`config.mk`:
```
export PLATFORM = sky130hd
export DESIGN_NAME = agctc_regs
export DESIGN_NICKNAME = d
export VERILOG_FILES = /design/src/common/agctc_pkg.sv /design/src/hdl/agctc_regs.sv
export VERILOG_INCLUDE_DIRS = /design/src /design/src/common
export SDC_FILE = /design/constraint.sdc
export NUM_CORES = 1
export LEC_CHECK = 0
export BUFFER_PORTS_ARGS = -buffer_cell sky130_fd_sc_hd__buf_4
export CAP_MARGIN = 10
export CORE_MARGIN = 1
export CORE_UTILIZATION = 35
export CTS_CLUSTER_DIAMETER = 120
export DETAILED_ROUTE_END_ITERATION = 16
export GPL_ROUTABILITY_DRIVEN = 1
export SLEW_MARGIN = 40
export SYNTH_ARGS = -nofsm -noshare
export SYNTH_HDL_FRONTEND = slang
export SYNTH_SLANG_ARGS = --single-unit
```
`constraint.sdc`:
```
create_clock -name I_CLOCK -period 3.6 [get_ports I_CLOCK]
set_input_delay 0.36 -clock I_CLOCK [delete_from_list [all_inputs] [get_ports I_CLOCK]]
set_output_delay 0.36 -clock I_CLOCK [all_outputs]
set_load 0.02 [all_outputs]
```
`src/common/agctc_cfg.svh`:
```
// Offsets, field positions, reset values and time figures of the AGC time-constant registers.
// Assumes inclusion by bare name from the package and the design file.
`ifndef AGCTC_CFG_SVH
`define AGCTC_CFG_SVH
`define AGCTC_OFS_LDECAY     8'h68
`define AGCTC_OFS_RATTACK    8'h69
`define AGCTC_RST_VAL        8'h00
`define AGCTC_SEL_BIT        7
`define AGCTC_BASE_HI        6
`define AGCTC_BASE_LO        5
`define AGCTC_MULT_HI        4
`define AGCTC_MULT_LO        2
`define AGCTC_RSVD_MASK      8'h03
`define AGCTC_DEC_BASE0_MS   16'h0032
`define AGCTC_DEC_BASE1_MS   16'h0096
`define AGCTC_DEC_BASE2_MS   16'h00FA
`define AGCTC_DEC_BASE3_MS   16'h015E
`define AGCTC_ATK_BASE0_MS   16'h0007
`define AGCTC_ATK_BASE1_MS   16'h0008
`define AGCTC_ATK_BASE2_MS   16'h000A
`define AGCTC_ATK_BASE3_MS   16'h000B
// Decay caps in ms, indexed by divide-ratio code (ratio 1, 1.5 .. 6 in half steps)
`define AGCTC_CAP_R1_0       16'h0FA0
`define AGCTC_CAP_R1_5       16'h15E0
`define AGCTC_CAP_R2_0       16'h1F40
`define AGCTC_CAP_R2_5       16'h2580
`define AGCTC_CAP_R3_X       16'h2BC0
`define AGCTC_CAP_R4_X       16'h3E80
`define AGCTC_CAP_R5_0       16'h4B00
`define AGCTC_CAP_R5_X       16'h5780
`endif

```
`src/common/agctc_pkg.sv`:
```
// Types for the AGC time-constant register bank.
// Assumes agctc_cfg.svh is on the include path.
`default_nettype none
`include "agctc_cfg.svh"
package agctc_pkg;
   typedef struct packed {
      logic       sel;
      logic [1:0] base;
      logic [2:0] mult;
      logic [1:0] rsvd;
   } agctc_reg_t;
   typedef struct packed {
      logic        use_new;
      logic [15:0] time_ms;
   } agctc_time_t;
endpackage : agctc_pkg
`default_nettype wire

```
`src/hdl/agctc_regs.sv`:
```
// Alternative AGC time-constant registers: left decay and right attack.
// Assumes a synchronous byte-wide register port from the control-bus decoder.
//
// Contract
// Left decay select clear uses old register 26, set uses new fields.
// Left decay baseline codes give 50, 150, 250, 350 ms.
// Decay multiplier is two to the field value, 1 to 128.
// Effective left decay is capped by the codec divide ratio.
// Right attack select clear uses old register 29, set uses new fields.
// Right attack baseline codes give 7, 8, 10, 11 ms.
// Attack multiplier is two to the field value, 1 to 128.
// Software writes zeros to reserved bits 1 to 0.
// Both registers read zero after reset.
// Fields stay stored and readable while select is clear.

`timescale 1ns/1ps
`default_nettype none
`include "agctc_cfg.svh"
module agctc_regs (
   input  wire logic        I_CLOCK,
   input  wire logic        I_RST,
   input  wire logic        i_ce,
   input  wire logic        i_wr,
   input  wire logic        i_rd,
   input  wire logic [7:0]  i_addr,
   input  wire logic [7:0]  i_wdata,
   input  wire logic [3:0]  i_codec_divide_ratio,
   output logic      [7:0]  o_rdata,
   output logic             o_rvalid,
   output var agctc_pkg::agctc_time_t o_left_decay,
   output var agctc_pkg::agctc_time_t o_right_attack
);
   agctc_pkg::agctc_reg_t ldecay;
   agctc_pkg::agctc_reg_t rattack;
   agctc_pkg::agctc_time_t next_left_decay;
   agctc_pkg::agctc_time_t next_right_attack;
   logic [7:0] next_rdata;

   // Baseline times, shared by both channels
   function automatic logic [15:0] agctc_base(input logic atk, input logic [1:0] code);
      logic [15:0] v;
      v = 16'h0000;
      case (code)
         2'b00:   v = atk ? `AGCTC_ATK_BASE0_MS : `AGCTC_DEC_BASE0_MS;
         2'b01:   v = atk ? `AGCTC_ATK_BASE1_MS : `AGCTC_DEC_BASE1_MS;
         2'b10:   v = atk ? `AGCTC_ATK_BASE2_MS : `AGCTC_DEC_BASE2_MS;
         default: v = atk ? `AGCTC_ATK_BASE3_MS : `AGCTC_DEC_BASE3_MS;
      endcase
      return v;
   endfunction : agctc_base

   // Ratio code is (ratio-1)*2, so 0 = 1, 10 = 6
   function automatic logic [15:0] agctc_cap(input logic [3:0] r);
      logic [15:0] c;
      c = `AGCTC_CAP_R5_X;
      case (r)
         4'h0:         c = `AGCTC_CAP_R1_0;
         4'h1:         c = `AGCTC_CAP_R1_5;
         4'h2:         c = `AGCTC_CAP_R2_0;
         4'h3:         c = `AGCTC_CAP_R2_5;
         4'h4, 4'h5:   c = `AGCTC_CAP_R3_X;
         4'h6, 4'h7:   c = `AGCTC_CAP_R4_X;
         4'h8:         c = `AGCTC_CAP_R5_0;
         default:      c = `AGCTC_CAP_R5_X;
      endcase
      return c;
   endfunction : agctc_cap

   // Worst case 350*128 = 44800 still fits 16 bits
   function automatic logic [15:0] agctc_scale(input logic [15:0] b, input logic [2:0] m);
      return 16'(b << m);
   endfunction : agctc_scale

   // Zero reset; reserved bits stored as written, software keeps them zero
   always_ff @(posedge I_CLOCK or posedge I_RST) begin
      if (I_RST) begin
         ldecay  <= agctc_pkg::agctc_reg_t'(`AGCTC_RST_VAL);
         rattack <= agctc_pkg::agctc_reg_t'(`AGCTC_RST_VAL);
      end else if (i_ce && i_wr) begin
         if (i_addr == `AGCTC_OFS_LDECAY) begin
            ldecay <= agctc_pkg::agctc_reg_t'(i_wdata);
         end
         if (i_addr == `AGCTC_OFS_RATTACK) begin
            rattack <= agctc_pkg::agctc_reg_t'(i_wdata);
         end
      end
   end

   // Readback independent of select
   always_comb begin
      next_rdata = 8'h00;
      if (i_addr == `AGCTC_OFS_LDECAY) begin
         next_rdata = ldecay;
      end else if (i_addr == `AGCTC_OFS_RATTACK) begin
         next_rdata = rattack;
      end
   end

   always_ff @(posedge I_CLOCK or posedge I_RST) begin
      if (I_RST) begin
         o_rdata  <= 8'h00;
         o_rvalid <= 1'b0;
      end else if (i_ce) begin
         o_rvalid <= i_rd;
         if (i_rd) begin
            o_rdata <= next_rdata;
         end
      end
   end

   always_comb begin
      logic [15:0] raw;
      raw = 16'h0000;
      // Select picks source; baseline times multiplier
      next_left_decay.use_new = ldecay.sel;
      raw = agctc_scale(agctc_base(1'b0, ldecay.base), ldecay.mult);
      // Cap by divide ratio
      if (raw > agctc_cap(i_codec_divide_ratio)) begin
         raw = agctc_cap(i_codec_divide_ratio);
      end
      // Fields ignored while select clear
      next_left_decay.time_ms = ldecay.sel ? raw : 16'h0000;
      // Select; baseline times multiplier
      next_right_attack.use_new = rattack.sel;
      next_right_attack.time_ms = rattack.sel ?
         agctc_scale(agctc_base(1'b1, rattack.base), rattack.mult) : 16'h0000;
   end

   always_ff @(posedge I_CLOCK or posedge I_RST) begin
      if (I_RST) begin
         o_left_decay   <= '0;
         o_right_attack <= '0;
      end else if (i_ce) begin
         o_left_decay   <= next_left_decay;
         o_right_attack <= next_right_attack;
      end
   end

   // Consequents look one edge on, at outputs launched from the cycle before;
   // inputs that feed them are therefore taken from the antecedent's cycle.

   // Old source when clear
   AST_LDEC_SEL: assert property (@(posedge I_CLOCK) disable iff (I_RST)
      (i_ce && !ldecay.sel)
      |=> (!o_left_decay.use_new && o_left_decay.time_ms == 16'h0000))
      else $error("left decay used new fields while select clear");

   // New fields when set
   AST_LDEC_USE: assert property (@(posedge I_CLOCK) disable iff (I_RST)
      (i_ce && ldecay.sel) |=> o_left_decay.use_new)
      else $error("left decay select not followed");

   // Cap never exceeded
   AST_LDEC_CAP: assert property (@(posedge I_CLOCK) disable iff (I_RST)
      i_ce |=> (o_left_decay.time_ms <= agctc_cap($past(i_codec_divide_ratio))))
      else $error("left decay exceeds divide-ratio cap");

   // Longest setting clipped at ratio 1
   AST_LDEC_CAP_LO: assert property (@(posedge I_CLOCK) disable iff (I_RST)
      (i_ce && ldecay == 8'hFC && i_codec_divide_ratio == 4'h0)
      |=> (o_left_decay.time_ms == 16'h0FA0))
      else $error("left decay not clipped to 4 s");

   // Longest setting clipped at ratio 6
   AST_LDEC_CAP_HI: assert property (@(posedge I_CLOCK) disable iff (I_RST)
      (i_ce && ldecay == 8'hFC && i_codec_divide_ratio == 4'hA)
      |=> (o_left_decay.time_ms == 16'h5780))
      else $error("left decay not clipped to 22.4 s");

   // Smallest setting gives 50 ms
   AST_LDEC_BASE: assert property (@(posedge I_CLOCK) disable iff (I_RST)
      (i_ce && ldecay == 8'h80) |=> (o_left_decay.time_ms == 16'h0032))
      else $error("left decay baseline wrong");

   // Top baseline unscaled
   AST_LDEC_BASE3: assert property (@(posedge I_CLOCK) disable iff (I_RST)
      (i_ce && ldecay == 8'hE0) |=> (o_left_decay.time_ms == 16'h015E))
      else $error("left decay top baseline wrong");

   // 150 ms times 8, under every cap
   AST_LDEC_MULT: assert property (@(posedge I_CLOCK) disable iff (I_RST)
      (i_ce && ldecay == 8'hAC) |=> (o_left_decay.time_ms == 16'h04B0))
      else $error("left decay multiplier wrong");

   // Old source when clear
   AST_RATK_CLR: assert property (@(posedge I_CLOCK) disable iff (I_RST)
      (i_ce && !rattack.sel)
      |=> (!o_right_attack.use_new && o_right_attack.time_ms == 16'h0000))
      else $error("right attack used new fields while select clear");

   // New fields when set
   AST_RATK_SEL: assert property (@(posedge I_CLOCK) disable iff (I_RST)
      (i_ce && rattack.sel) |=> o_right_attack.use_new)
      else $error("right attack select not followed");

   // Top baseline unscaled
   AST_RATK_BASE: assert property (@(posedge I_CLOCK) disable iff (I_RST)
      (i_ce && rattack == 8'hE0) |=> (o_right_attack.time_ms == 16'h000B))
      else $error("right attack baseline wrong");

   // 10 ms times 128
   AST_RATK_MULT: assert property (@(posedge I_CLOCK) disable iff (I_RST)
      (i_ce && rattack == 8'hDC) |=> (o_right_attack.time_ms == 16'h0500))
      else $error("right attack multiplier wrong");

   // Top factor on top baseline
   AST_RATK_MAX: assert property (@(posedge I_CLOCK) disable iff (I_RST)
      (i_ce && rattack == 8'hFC) |=> (o_right_attack.time_ms == 16'h0580))
      else $error("right attack top setting wrong");

   // All zero as reset lifts
   AST_RST_ZERO: assert property (@(posedge I_CLOCK)
      $fell(I_RST) |-> (ldecay == 8'h00 && rattack == 8'h00 && o_left_decay == '0 &&
                        o_right_attack == '0 && o_rdata == 8'h00 && !o_rvalid))
      else $error("registers not zero after reset");

   // Fields kept while select clear
   AST_READBACK: assert property (@(posedge I_CLOCK) disable iff (I_RST)
      (i_ce && i_wr && i_addr == `AGCTC_OFS_LDECAY && !i_wdata[7])
      ##1 (i_ce && !i_wr)
      ##1 (i_ce && i_rd && !i_wr && i_addr == `AGCTC_OFS_LDECAY)
      |=> (o_rvalid && o_rdata == $past(i_wdata, 3)))
      else $error("stored fields not read back");

   // Both registers, left decay output and read data hold while enable low
   AST_FREEZE: assert property (@(posedge I_CLOCK) disable iff (I_RST)
      !i_ce |=> ($stable(ldecay) && $stable(rattack) && $stable(o_left_decay) &&
                 $stable(o_rdata)))
      else $error("state moved while clock enable low");

   // One valid pulse per read
   AST_RVALID: assert property (@(posedge I_CLOCK) disable iff (I_RST)
      i_ce |=> (o_rvalid == $past(i_rd)))
      else $error("read valid does not follow read strobe");
endmodule : agctc_regs
`default_nettype wire

```
==> results of run 1 <==
[per-stage QoR]
stage	std cells	setup slack [ns]
2_1_floorplan	336	0.687
3_3_place_gp	488	0.328
3_5_place_dp	488	0.245
4_1_cts	496	0.244
5_1_grt	498	0.0466
6_report	498	0.369
[routing by layer]
metal	vias up	part of all wire [%]	GRT usage, %
met1	1271	47	23.8
li1	1295	-	-
met4	0	1.4	5.09
met3	8	3.6	2.55
met5	-	0	0
met2	61	48	28.9
[kinds of logic after synthesis]
logic type | count (synthesis) | share of synthesized area [%]
buffers and inverters | 45 | 6.87
AOI/OAI and AO/OA | 85 | 20.1
DFF | 53 | 40.2
other | 1 | 0.114
and+or+nand+nor | 99 | 15.6
muxes | 27 | 9.10
adders and majority gates | 21 | 7.97
[sequential cells by signal, indices dropped and copies added, names as in the netlist]
| signal | count |
|---|---|
| o_right_attack | 12 |
| rattack | 7 |
| ldecay | 8 |
| o_rdata | 8 |
| o_rvalid | 1 |
| next_right_attack | 1 |
| o_left_decay | 16 |
[cell usage after synthesis (all sizes together) (7+ instances only)]
cell type	count	area share [%]
a21oi	13	2.2
buf	18	3.8
clkbuf	7	0.80
dfrtp	53	40
ha	21	8.0
inv	20	2.3
mux2	14	4.8
mux2i	12	3.6
nand2	30	3.5
nand2b	7	1.3
nand3	7	1.1
nor2	16	1.8
nor2b	9	1.7
nor3	7	1.2
o21ai	19	3.0
o2bb2ai	10	2.7
o31ai	11	2.5
[cells in the final DEF (no fill, tap or decap), types with 2 or more instances in the layout]
| cell | synthesis | layout |
|---|---|---|
| nor3_1 | 6 | 6 |
| a21oi_1 | 11 | 11 |
| nor2b_1 | 9 | 9 |
| dfrtp_1 | 53 | 51 |
| a21oi_2 | 2 | 2 |
| o21a_1 | 3 | 3 |
| and3_1 | 3 | 3 |
| nand3_1 | 7 | 7 |
| o31ai_1 | 11 | 11 |
| ha_1 | 21 | 21 |
| dfrtp_2 | 0 | 2 |
| nand2_1 | 29 | 29 |
| mux2_2 | 14 | 14 |
| nand2b_1 | 7 | 7 |
| o211ai_1 | 2 | 2 |
| inv_1 | 19 | 18 |
| a32oi_1 | 2 | 2 |
| o2bb2ai_1 | 10 | 10 |
| nand3b_1 | 3 | 3 |
| conb_1 | 1 | 6 |
| a31o_2 | 3 | 3 |
| nor2_1 | 16 | 16 |
| o21ai_0 | 17 | 17 |
| mux2i_1 | 12 | 12 |
| or2_2 | 2 | 2 |
| nor3b_1 | 4 | 4 |
| nor4_1 | 4 | 4 |
| clkbuf_8 | 0 | 6 |
| o41ai_1 | 2 | 2 |
| a32o_1 | 2 | 2 |
| a311o_1 | 4 | 4 |
| buf_4 | 7 | 68 |
| inv_2 | 1 | 2 |
[timing repair]
action / CTS / global route
setup endpoints to repair: 0 / 8
hold endpoints to repair: 0 / 0
gates resized for setup: 0 / 2
setup buffers: 0 / 2
[final cells by class]
class,count,area (µm²)
fillers,904,5260
multi-input cells,238,1770
flip-flops and latches,53,1330
repair buffers,68,510
well taps,111,139
clock buffers,7,86.3
inverters,20,75.1
clock inverters,1,30.0
[worst paths after layout]
path	end	slack, ns	cells after the start
min	o_left_decay[15]	0.08	2
min in group I_CLOCK	ldecay[4]	0.26	3
max reg2reg	o_left_decay[8]	0.37	13
max in group asynchronous	ldecay[6]	2.72	3
min reg2reg	o_rdata[0]	0.49	2
max	o_left_decay[8]	0.37	13
[power groups by stage]
stage	clock (mW)	combinational [mW]	sequential (mW)
floorplan	0	0.194	0.633
global placement	0	0.264	0.633
detailed placement	0	0.268	0.633
CTS	0.434	0.269	0.621
global route	0.458	0.309	0.624
finish	0.424	0.279	0.622
[critical path: stages (launching register included)]
cell	delay, ns
dfrtp_2	0.47
inv_2	0.08
ha_1	0.24
o21bai_1	0.23
a21oi_1	0.10
o21ai_0	0.22
mux2i_1	0.15
ha_1	0.36
a21oi_2	0.16
o21ai_2	0.09
a2111oi_4	0.44
buf_4	0.23
nor4_1	0.06
a311o_1	0.28
==> reports/qor.csv, run 1 <==
stage,metric,value,unit
floorplan,die extent in y,99.1,µm
floorplan,starting density of the core,35.9,%
timing,Worst Tran Pin Value,0.548,ns
power,Net Switching,378,µW
timing,WHS,0.0799,ns
drt,DR vias/cell,5.29,
drt,# DRC,0,
global_routing,grt total ovfl,0,
setup_path,worst setup path class,reg -> reg,
job,Max Cap Viol,0,
clocking,CTS Hold Bufs,0,
power,Net Sw Frac,28.5,%
global_routing,initial antenna violation count,0,
power,Tot Pwr,1.32,mW
timing,final setup violating endpoints,0,
clocking,H-tree depth,2,
power,Clock power frac,32.0,%
cells_and_area,fin nets,432,
run_status,outcome,finished clean,
floorplan,die area,9820,µm²
drt,first-pass iteration count of the detailed router,4,
drt,Routed Wire Length,8120,µm
clocking,CTS buffer count,5,
drt,drt wl/cell,16.3,µm
drt,DR vias,2635,
floorplan,num rows,35,
timing,minimum clock period,3.23,ns
synthesis,"Distinct cells, synth",61,
place,routability cong.,0.843,
drt,initial drt markers,194,
setup_path,Critical Path RT,3.79,ns
clocking,TritonCTS clock tree,done,
cells_and_area,P&R area growth vs syn,19.5,%
cells_and_area,layout cells sized above 1,28.4,%
timing,Slew Limit Fails,0,
setup_path,r2r startpoint,ldecay[5],
synthesis,sequential element share of the synthesized area,40.2,%
power,Logic pwr share,21.0,%
synthesis,Synth async-reset ratio,100,%
place,placed instance area,3800,µm²
timing,"Hold Violations, Final",0,
power,Worst VDD drop,133,µV
clocking,CTS sink cnt,53,
place,Detailed Place HPWL,6090,µm
timing,Max Freq,309,MHz
power,Seq pwr share,46.9,%
power,Int Power,947,µW
floorplan,chip width,99.1,µm
power,Pleak,1.86,nW
min_path,Tightest Hold Check Type,in -> async,
setup_path,Worst EP arrival,3.43,ns
cells_and_area,Diodes inserted,0,
clocking,"CTS clk-pin slew, worst paths",0.10,ns
setup_path,Critical Path Fanout Max,9,
synthesis,Yosys warning count,0,
place,Port-buffer cells,61,
synthesis,Synth Register Bits,53,
clocking,Worst-Skew Late Latency,0.31,ns
floorplan,Core Area,9200,µm²
setup_path,CP endpoint kind,register,
global_routing,largest net degree at the start of global routing,29,
global_routing,vias in the first global route,2624,
timing,Max Clock Skew,0.0105,ns
clocking,maximum buffer depth of the clock tree,2,
timing,max_slew headroom,63.4,%
synthesis,Post-Syn Instances,331,
timing,setup TNS,0,ns
synthesis,Mapped Area,3300,µm²
synthesis,Post-synth EDFFs,0,
drt,ANT nets after route,0,
clocking,clock tree root buffer cell,clkbuf_8,
power,pwr/cell area,336,nW/µm²
timing,fin crit share,89.8,%
global_routing,GR Util All Layers,17.5,%
synthesis,"Primary FF master, synth",dfrtp_1,
timing,RSZ-0062 raised after global routing,no,
synthesis,syn_area_per_cell,9.96,µm²
cells_and_area,Final Util,42.8,%
setup_path,Worst setup SP type,register,
global_routing,global-route wire length before repair,13500,µm
floorplan,I/O pin cnt,68,
cells_and_area,fin area,3940,µm²
setup_path,worst setup path startpoint,ldecay[5],
Note: power is estimated with default switching activity, not from simulation.
==> run 2, diff against run 1 <==
==> constraint.sdc (replaced) <==
create_clock -name I_CLOCK -period 3.6 [get_ports I_CLOCK]
set_input_delay 0.18 -clock I_CLOCK [delete_from_list [all_inputs] [get_ports I_CLOCK]]
set_output_delay 0.18 -clock I_CLOCK [all_outputs]
set_load 0.02 [all_outputs]
==> run 2 against run 1 <==
  * Non-clock buffer count increased by 1
  * First-iteration DRC count increased by 2.1%
  * Register-to-register slack about the same
==> reports/qor.csv, run 2 (synthesized netlist as in run 1, its figures left out) <==
stage,metric,value,unit
min_path,Tightest Hold Check Type,in -> reg,
clocking,clock tree root buffer cell,clkbuf_8,
cells_and_area,most frequent cells in the layout,"68 x buf_4, 51 x dfrtp_1, 29 x nand2_1, 21 x ha_1, 18 x inv_1",
drt,initial drt markers,198,
timing,setup ws final,0.374,ns
cells_and_area,Final Util,43.0,%
floorplan,starting density of the core,35.9,%
power,Net Sw Frac,28.5,%
power,Pleak,1.86,nW
place,Port-buffer cells,61,
setup_path,Worst Reg-to-Reg Cells,13,
cells_and_area,Diodes inserted,0,
drt,first-pass iteration count of the detailed router,4,
setup_path,worst setup path class,reg -> reg,
floorplan,chip width,99.1,µm
power,Tot Pwr,1.32,mW
timing,fin crit share,89.6,%
min_path,worst hold path depth,3,
global_routing,vias in the first global route,2624,
drt,DR vias/cell,5.31,
place,Place WS,0.245,ns
cells_and_area,layout cells sized above 1,28.4,%
setup_path,Worst EP arrival,3.42,ns
setup_path,Critical Path RT,3.79,ns
power,Net Switching,378,µW
cells_and_area,max reg flops,16,
setup_path,CP endpoint kind,register,
clocking,H-tree depth,2,
global_routing,initial antenna violation count,0,
timing,Worst Tran Pin Value,0.545,ns
floorplan,I/O pin cnt,68,
place,Inst Count DP,488,
power,Worst VDD drop,133,µV
setup_path,r2r startpoint,ldecay[5],
run_status,outcome,finished clean,
clocking,maximum buffer depth of the clock tree,2,
drt,# DRC,0,
cells_and_area,"leading cell type in the layout, fill and taps excluded",buf_4,
cells_and_area,final cell count without fillers,499,
floorplan,die extent in y,99.1,µm
power,Int Power,947,µW
timing,Max Freq,310,MHz
clocking,CTS sink cnt,53,
drt,drt wl/cell,16.3,µm
global_routing,largest net degree at the start of global routing,29,
power,Clock power frac,32.0,%
global_routing,GR Util All Layers,17.5,%
setup_path,R2R Path End,o_left_decay[8],
floorplan,die area,9820,µm²
timing,Max Clock Skew,0.0103,ns
setup_path,worst reg2reg setup slack,0.37,ns
timing,final setup violating endpoints,0,
min_path,HP Start,i_wdata[4],
clocking,TritonCTS clock tree,done,
timing,Slew Limit Fails,0,
place,routability cong.,0.843,
clocking,"CTS clk-pin slew, worst paths",0.09,ns
timing,setup TNS,0,ns
min_path,Hold Path End,ldecay[4],
floorplan,Core Area,9200,µm²
global_routing,global-route wire length before repair,13500,µm
job,Max Cap Viol,0,
power,Logic pwr share,21.1,%
cells_and_area,largest registers,"o_left_decay (16), o_right_attack (12)",
drt,ANT nets after route,0,
clocking,CTS buffer count,5,
global_routing,grt total ovfl,0,
timing,minimum clock period,3.23,ns
power,pwr/cell area,335,nW/µm²
setup_path,Worst setup SP type,register,
clocking,Worst-Skew Late Latency,0.31,ns
drt,Routed Wire Length,8150,µm
setup_path,Critical Path Fanout Max,9,
drt,DR vias,2650,
timing,"Hold Violations, Final",0,
cells_and_area,register bank with the most flops,o_left_decay,
cells_and_area,P&R area growth vs syn,19.8,%
power,Seq pwr share,46.9,%
timing,RSZ-0062 raised after global routing,no,
cells_and_area,fin nets,433,
floorplan,num rows,35,
timing,max_slew headroom,63.6,%
place,Detailed Place HPWL,6090,µm
[run 2: cell types whose count changed in the layout (fill, tap and decap cells not counted)]
cell           previous run  this run
dlygate4sd3_1             0         1
[run 2: worst max-delay path, cell delays in order, from the launching register on]
cell	delay, ns
dfrtp_2	0.47
inv_2	0.08
ha_1	0.24
o21bai_1	0.23
a21oi_1	0.10
o21ai_0	0.22
mux2i_1	0.15
ha_1	0.36
a21oi_2	0.16
o21ai_2	0.09
a2111oi_4	0.43
buf_4	0.23
nor4_1	0.06
a311o_1	0.28
[run 2: stage by stage]
step           hold slack (ns)  area, µm²
6_report                0.0839       3950
5_1_grt                 0.0916       3950
4_1_cts                 0.0738       3930
3_5_place_dp             0.275       3800
3_3_place_gp             0.268       3800
2_1_floorplan            0.297       3320
[run 2: how the worst max path moves through the flow]
| stage | start | endpoint | slack, ns | cells after the start |
|---|---|---|---|---|
| 2_1_floorplan | ldecay[5] | o_left_decay[13] | 0.69 | 11 |
| 3_3_place_gp | ldecay[6] | o_left_decay[8] | 0.33 | 12 |
| 3_5_place_dp | ldecay[5] | o_left_decay[8] | 0.25 | 13 |
| 4_1_cts | ldecay[5] | o_left_decay[8] | 0.24 | 13 |
| 5_1_grt | ldecay[5] | o_left_decay[8] | 0.05 | 13 |
| 6_report | ldecay[5] | o_left_decay[8] | 0.37 | 13 |
[run 2: final cells by class]
class | instances | area, µm²
Fill cell | 905 | 5250
Multi-Input combinational cell | 238 | 1770
Sequential cell | 53 | 1330
Timing Repair Buffer | 69 | 520
Tap cell | 111 | 139
Clock buffer | 7 | 86.3
Inverter | 20 | 75.1
Clock inverter | 1 | 30.0
[run 2: routing by layer]
layer,share of wire (%),up-vias,GRT usage (%)
met5,0,-,0
met4,1.4,0,5.09
met3,3.6,8,2.55
met2,48,53,28.9
met1,47,1291,23.8
li1,-,1298,-
[run 2: repair_timing]
action / in CTS / in global routing
endpoints found under the setup margin: 0 / 8
hold buffers: 1 / 0
endpoints found under the hold margin: 25 / 0
setup buffers: 0 / 2
resized for setup: 0 / 2
[run 2: power by group through the flow]
| stage | Sequential [mW] | Clock (mW) | Combinational (mW) |
|---|---|---|---|
| 5_1_grt | 0.624 | 0.458 | 0.310 |
| 6_report | 0.622 | 0.424 | 0.279 |
| 3_3_place_gp | 0.633 | 0 | 0.264 |
| 2_1_floorplan | 0.633 | 0 | 0.194 |
| 3_5_place_dp | 0.633 | 0 | 0.268 |
| 4_1_cts | 0.621 | 0.434 | 0.270 |
==> run 3, diff against run 2 <==
--- a/config.mk
+++ b/config.mk
@@ -9,10 +9,12 @@
 export BUFFER_PORTS_ARGS = -buffer_cell sky130_fd_sc_hd__buf_4
 export CAP_MARGIN = 10
 export CORE_MARGIN = 1
-export CORE_UTILIZATION = 35
+export CORE_UTILIZATION = 44
 export CTS_CLUSTER_DIAMETER = 120
 export DETAILED_ROUTE_END_ITERATION = 16
 export GPL_ROUTABILITY_DRIVEN = 1
+export PLACE_DENSITY = 0.66
+export REMOVE_ABC_BUFFERS = 1
 export SLEW_MARGIN = 40
 export SYNTH_ARGS = -nofsm -noshare
 export SYNTH_HDL_FRONTEND = slang
==> run 3 against run 2 <==
  * First-iteration DRC count down 19%
  * Die area down 20%
  * Sequential cell count unchanged
  * Worst setup slack worse by 0.057 ns
  * Wire length down 4.6%
  * Cell count down 3.0%
  * Clock power down 21%
  * Non-clock buffer count down 3
  * Sequential share of layout area up 0.64 points
  * Clock skew down 0.0055 ns
  * Count of clock-buffer cells in the layout down 2
  * Highest routed layer unchanged
==> reports/qor.csv, run 3 (synthesized netlist as in run 1, its figures left out) <==
stage,metric,value,unit
cells_and_area,fin nets,430,
drt,DR vias/cell,5.48,
global_routing,vias in the first global route,2613,
job,Max Cap Viol,0,
timing,Max Freq,305,MHz
cells_and_area,area of the multi-input gates,1760,µm²
setup_path,Stages on worst setup path,12,
setup_path,critical path's slowest cell,dfrtp_1,
clocking,Post CTS Setup Buffer Count,0,
timing,max_slew headroom,48.0,%
power,Seq pwr share,50.7,%
run_status,outcome,finished clean,
timing,WHS,0.0500,ns
clocking,Post-CTS Resized,0,
power,Logic pwr share,22.2,%
cells_and_area,layout cells sized above 1,28.1,%
timing,setup ws final,0.317,ns
power,Worst VDD drop,143,µV
setup_path,buffers and inverters on the worst path,2,
clocking,CTS Hold Bufs,0,
setup_path,CP top delay family,adder cells,
power,Clock power frac,27.1,%
place,Port-buffer cells,61,
power,pwr/cell area,316,nW/µm²
floorplan,die extent in y,88.6,µm
power,Net Switching,378,µW
setup_path,Worst Reg-to-Reg Cells,12,
place,Detailed Place HPWL,5850,µm
timing,RSZ-0062 raised after global routing,no,
cells_and_area,"leading cell type in the layout, fill and taps excluded",buf_4,
cells_and_area,Diodes inserted,0,
cells_and_area,final cell count without fillers,484,
place,Place WS,0.261,ns
setup_path,CP endpoint kind,register,
timing,minimum clock period,3.28,ns
drt,DR vias,2652,
global_routing,GR Util All Layers,21.6,%
setup_path,Worst EP arrival,3.54,ns
clocking,Worst-Skew Late Latency,0.31,ns
drt,drt wl/cell,16.1,µm
setup_path,worst setup path class,reg -> reg,
floorplan,die area,7850,µm²
place,routability cong.,0.865,
floorplan,Core Area,7250,µm²
power,Net Sw Frac,30.8,%
timing,fin crit share,91.2,%
floorplan,I/O pin cnt,68,
drt,# DRC,0,
timing,setup TNS,0,ns
setup_path,Critical Path Fanout Max,12,
cells_and_area,P&R area growth vs syn,17.4,%
clocking,CTS sink cnt,53,
timing,"Hold Violations, Final",0,
power,Int Power,848,µW
global_routing,grt total ovfl,0,
cells_and_area,largest registers,"o_left_decay (16), o_right_attack (12)",
cells_and_area,max reg flops,16,
clocking,maximum buffer depth of the clock tree,2,
drt,initial drt markers,161,
clocking,TritonCTS clock tree,done,
setup_path,Worst setup SP type,register,
drt,ANT nets after route,0,
timing,final setup violating endpoints,0,
place,Inst Count DP,476,
global_routing,global-route wire length before repair,12900,µm
cells_and_area,register bank with the most flops,o_left_decay,
floorplan,starting density of the core,45.5,%
timing,Slew Limit Fails,0,
clocking,H-tree depth,2,
timing,Worst Tran Pin Value,0.776,ns
setup_path,most frequent CP cell,ha_1,
global_routing,largest net degree at the start of global routing,54,
floorplan,num rows,31,
setup_path,worst-path cell chain,"inv_1, ha_1, mux4_2, nor2_1, a21oi_1, ha_1, nand4_1, a211oi_2, a2111oi_4, buf_4, nor4_1, a311o_1",
clocking,CTS buffer count,5,
clocking,"CTS clk-pin slew, worst paths",0.10,ns
cells_and_area,most frequent cells in the layout,"66 x buf_4, 52 x dfrtp_1, 29 x nand2_1, 21 x ha_1, 18 x inv_1",
global_routing,initial antenna violation count,0,
floorplan,chip width,88.6,µm
setup_path,CP max stage delay,0.51,ns
clocking,clock tree root buffer cell,clkbuf_8,
cells_and_area,fillcell total,685,
drt,Routed Wire Length,7770,µm
cells_and_area,sequential cell area,1330,µm²
power,Pleak,1.83,nW
drt,first-pass iteration count of the detailed router,4,
timing,Max Clock Skew,0.00486,ns
setup_path,Critical Path RT,3.85,ns
min_path,Tightest Hold Check Type,in -> async,
-- run 3: changes by cell type in the layout (fill, tap and decap cells not counted) --
cell / delta
buf_4: -2
o21ai_1: +1
bufinv_16: -1
o21ai_0: -1
clkbuf_1: -1
dfrtp_1: +1
clkinvlp_4: +1
clkinv_2: +2
nor3_2: +1
nor3_4: -1
clkbuf_8: -1
dfrtp_2: -1
dlygate4sd3_1: -1
-- run 3: metal layers --
metal,up-vias,track usage (%),share of wire (%)
met3,14,3.17,3.4
met4,0,7.33,2.0
met2,57,35.0,49
met1,1289,29.8,46
li1,1292,-,-
met5,-,0,0
-- run 3: worst min-delay path, delay by kind of cell --
| family | cells | cell delay (ns) |
|---|---|---|
| buffers and inverters | 3 | 0.67 |
-- run 3: area by class of cell --
class                           instances  share of cell area, %
Clock buffer                            5                   1.78
Clock inverter                          3                  0.452
Inverter                               20                   1.94
Sequential cell                        53                   34.3
Multi-Input combinational cell        238                   45.6
Timing Repair Buffer                   66                   12.8
Tap cell                               99                   3.20
-- run 3: power by group through the flow --
stage	combinational (mW)	clock (mW)	sequential [mW]
after floorplan	0.166	0	0.639
after global placement	0.265	0	0.632
after detailed placement	0.271	0	0.633
after CTS	0.272	0.344	0.621
after global routing	0.303	0.366	0.624
final	0.272	0.333	0.621
-- run 3: through the flow --
stage	utilization, %	area (µm²)	total power [mW]
3_3_place_gp	52.2	3780	0.897
6_report	53.4	3870	1.23
2_1_floorplan	-	3170	0.805
4_1_cts	53.4	3870	1.24
3_5_place_dp	52.2	3780	0.903
5_1_grt	53.4	3870	1.29
-- run 3: worst paths after layout --
path                                  from                  to  slack, ns
worst max-delay path             ldecay[6]    o_left_decay[13]       0.32
worst min-delay path                 I_RST  o_right_attack[16]       0.05
worst max register to register   ldecay[6]    o_left_decay[13]       0.32
worst min register to register  o_rdata[3]          o_rdata[3]       0.49
max in group asynchronous            I_RST           ldecay[5]       3.06
min in group I_CLOCK            i_wdata[3]           ldecay[3]       0.09
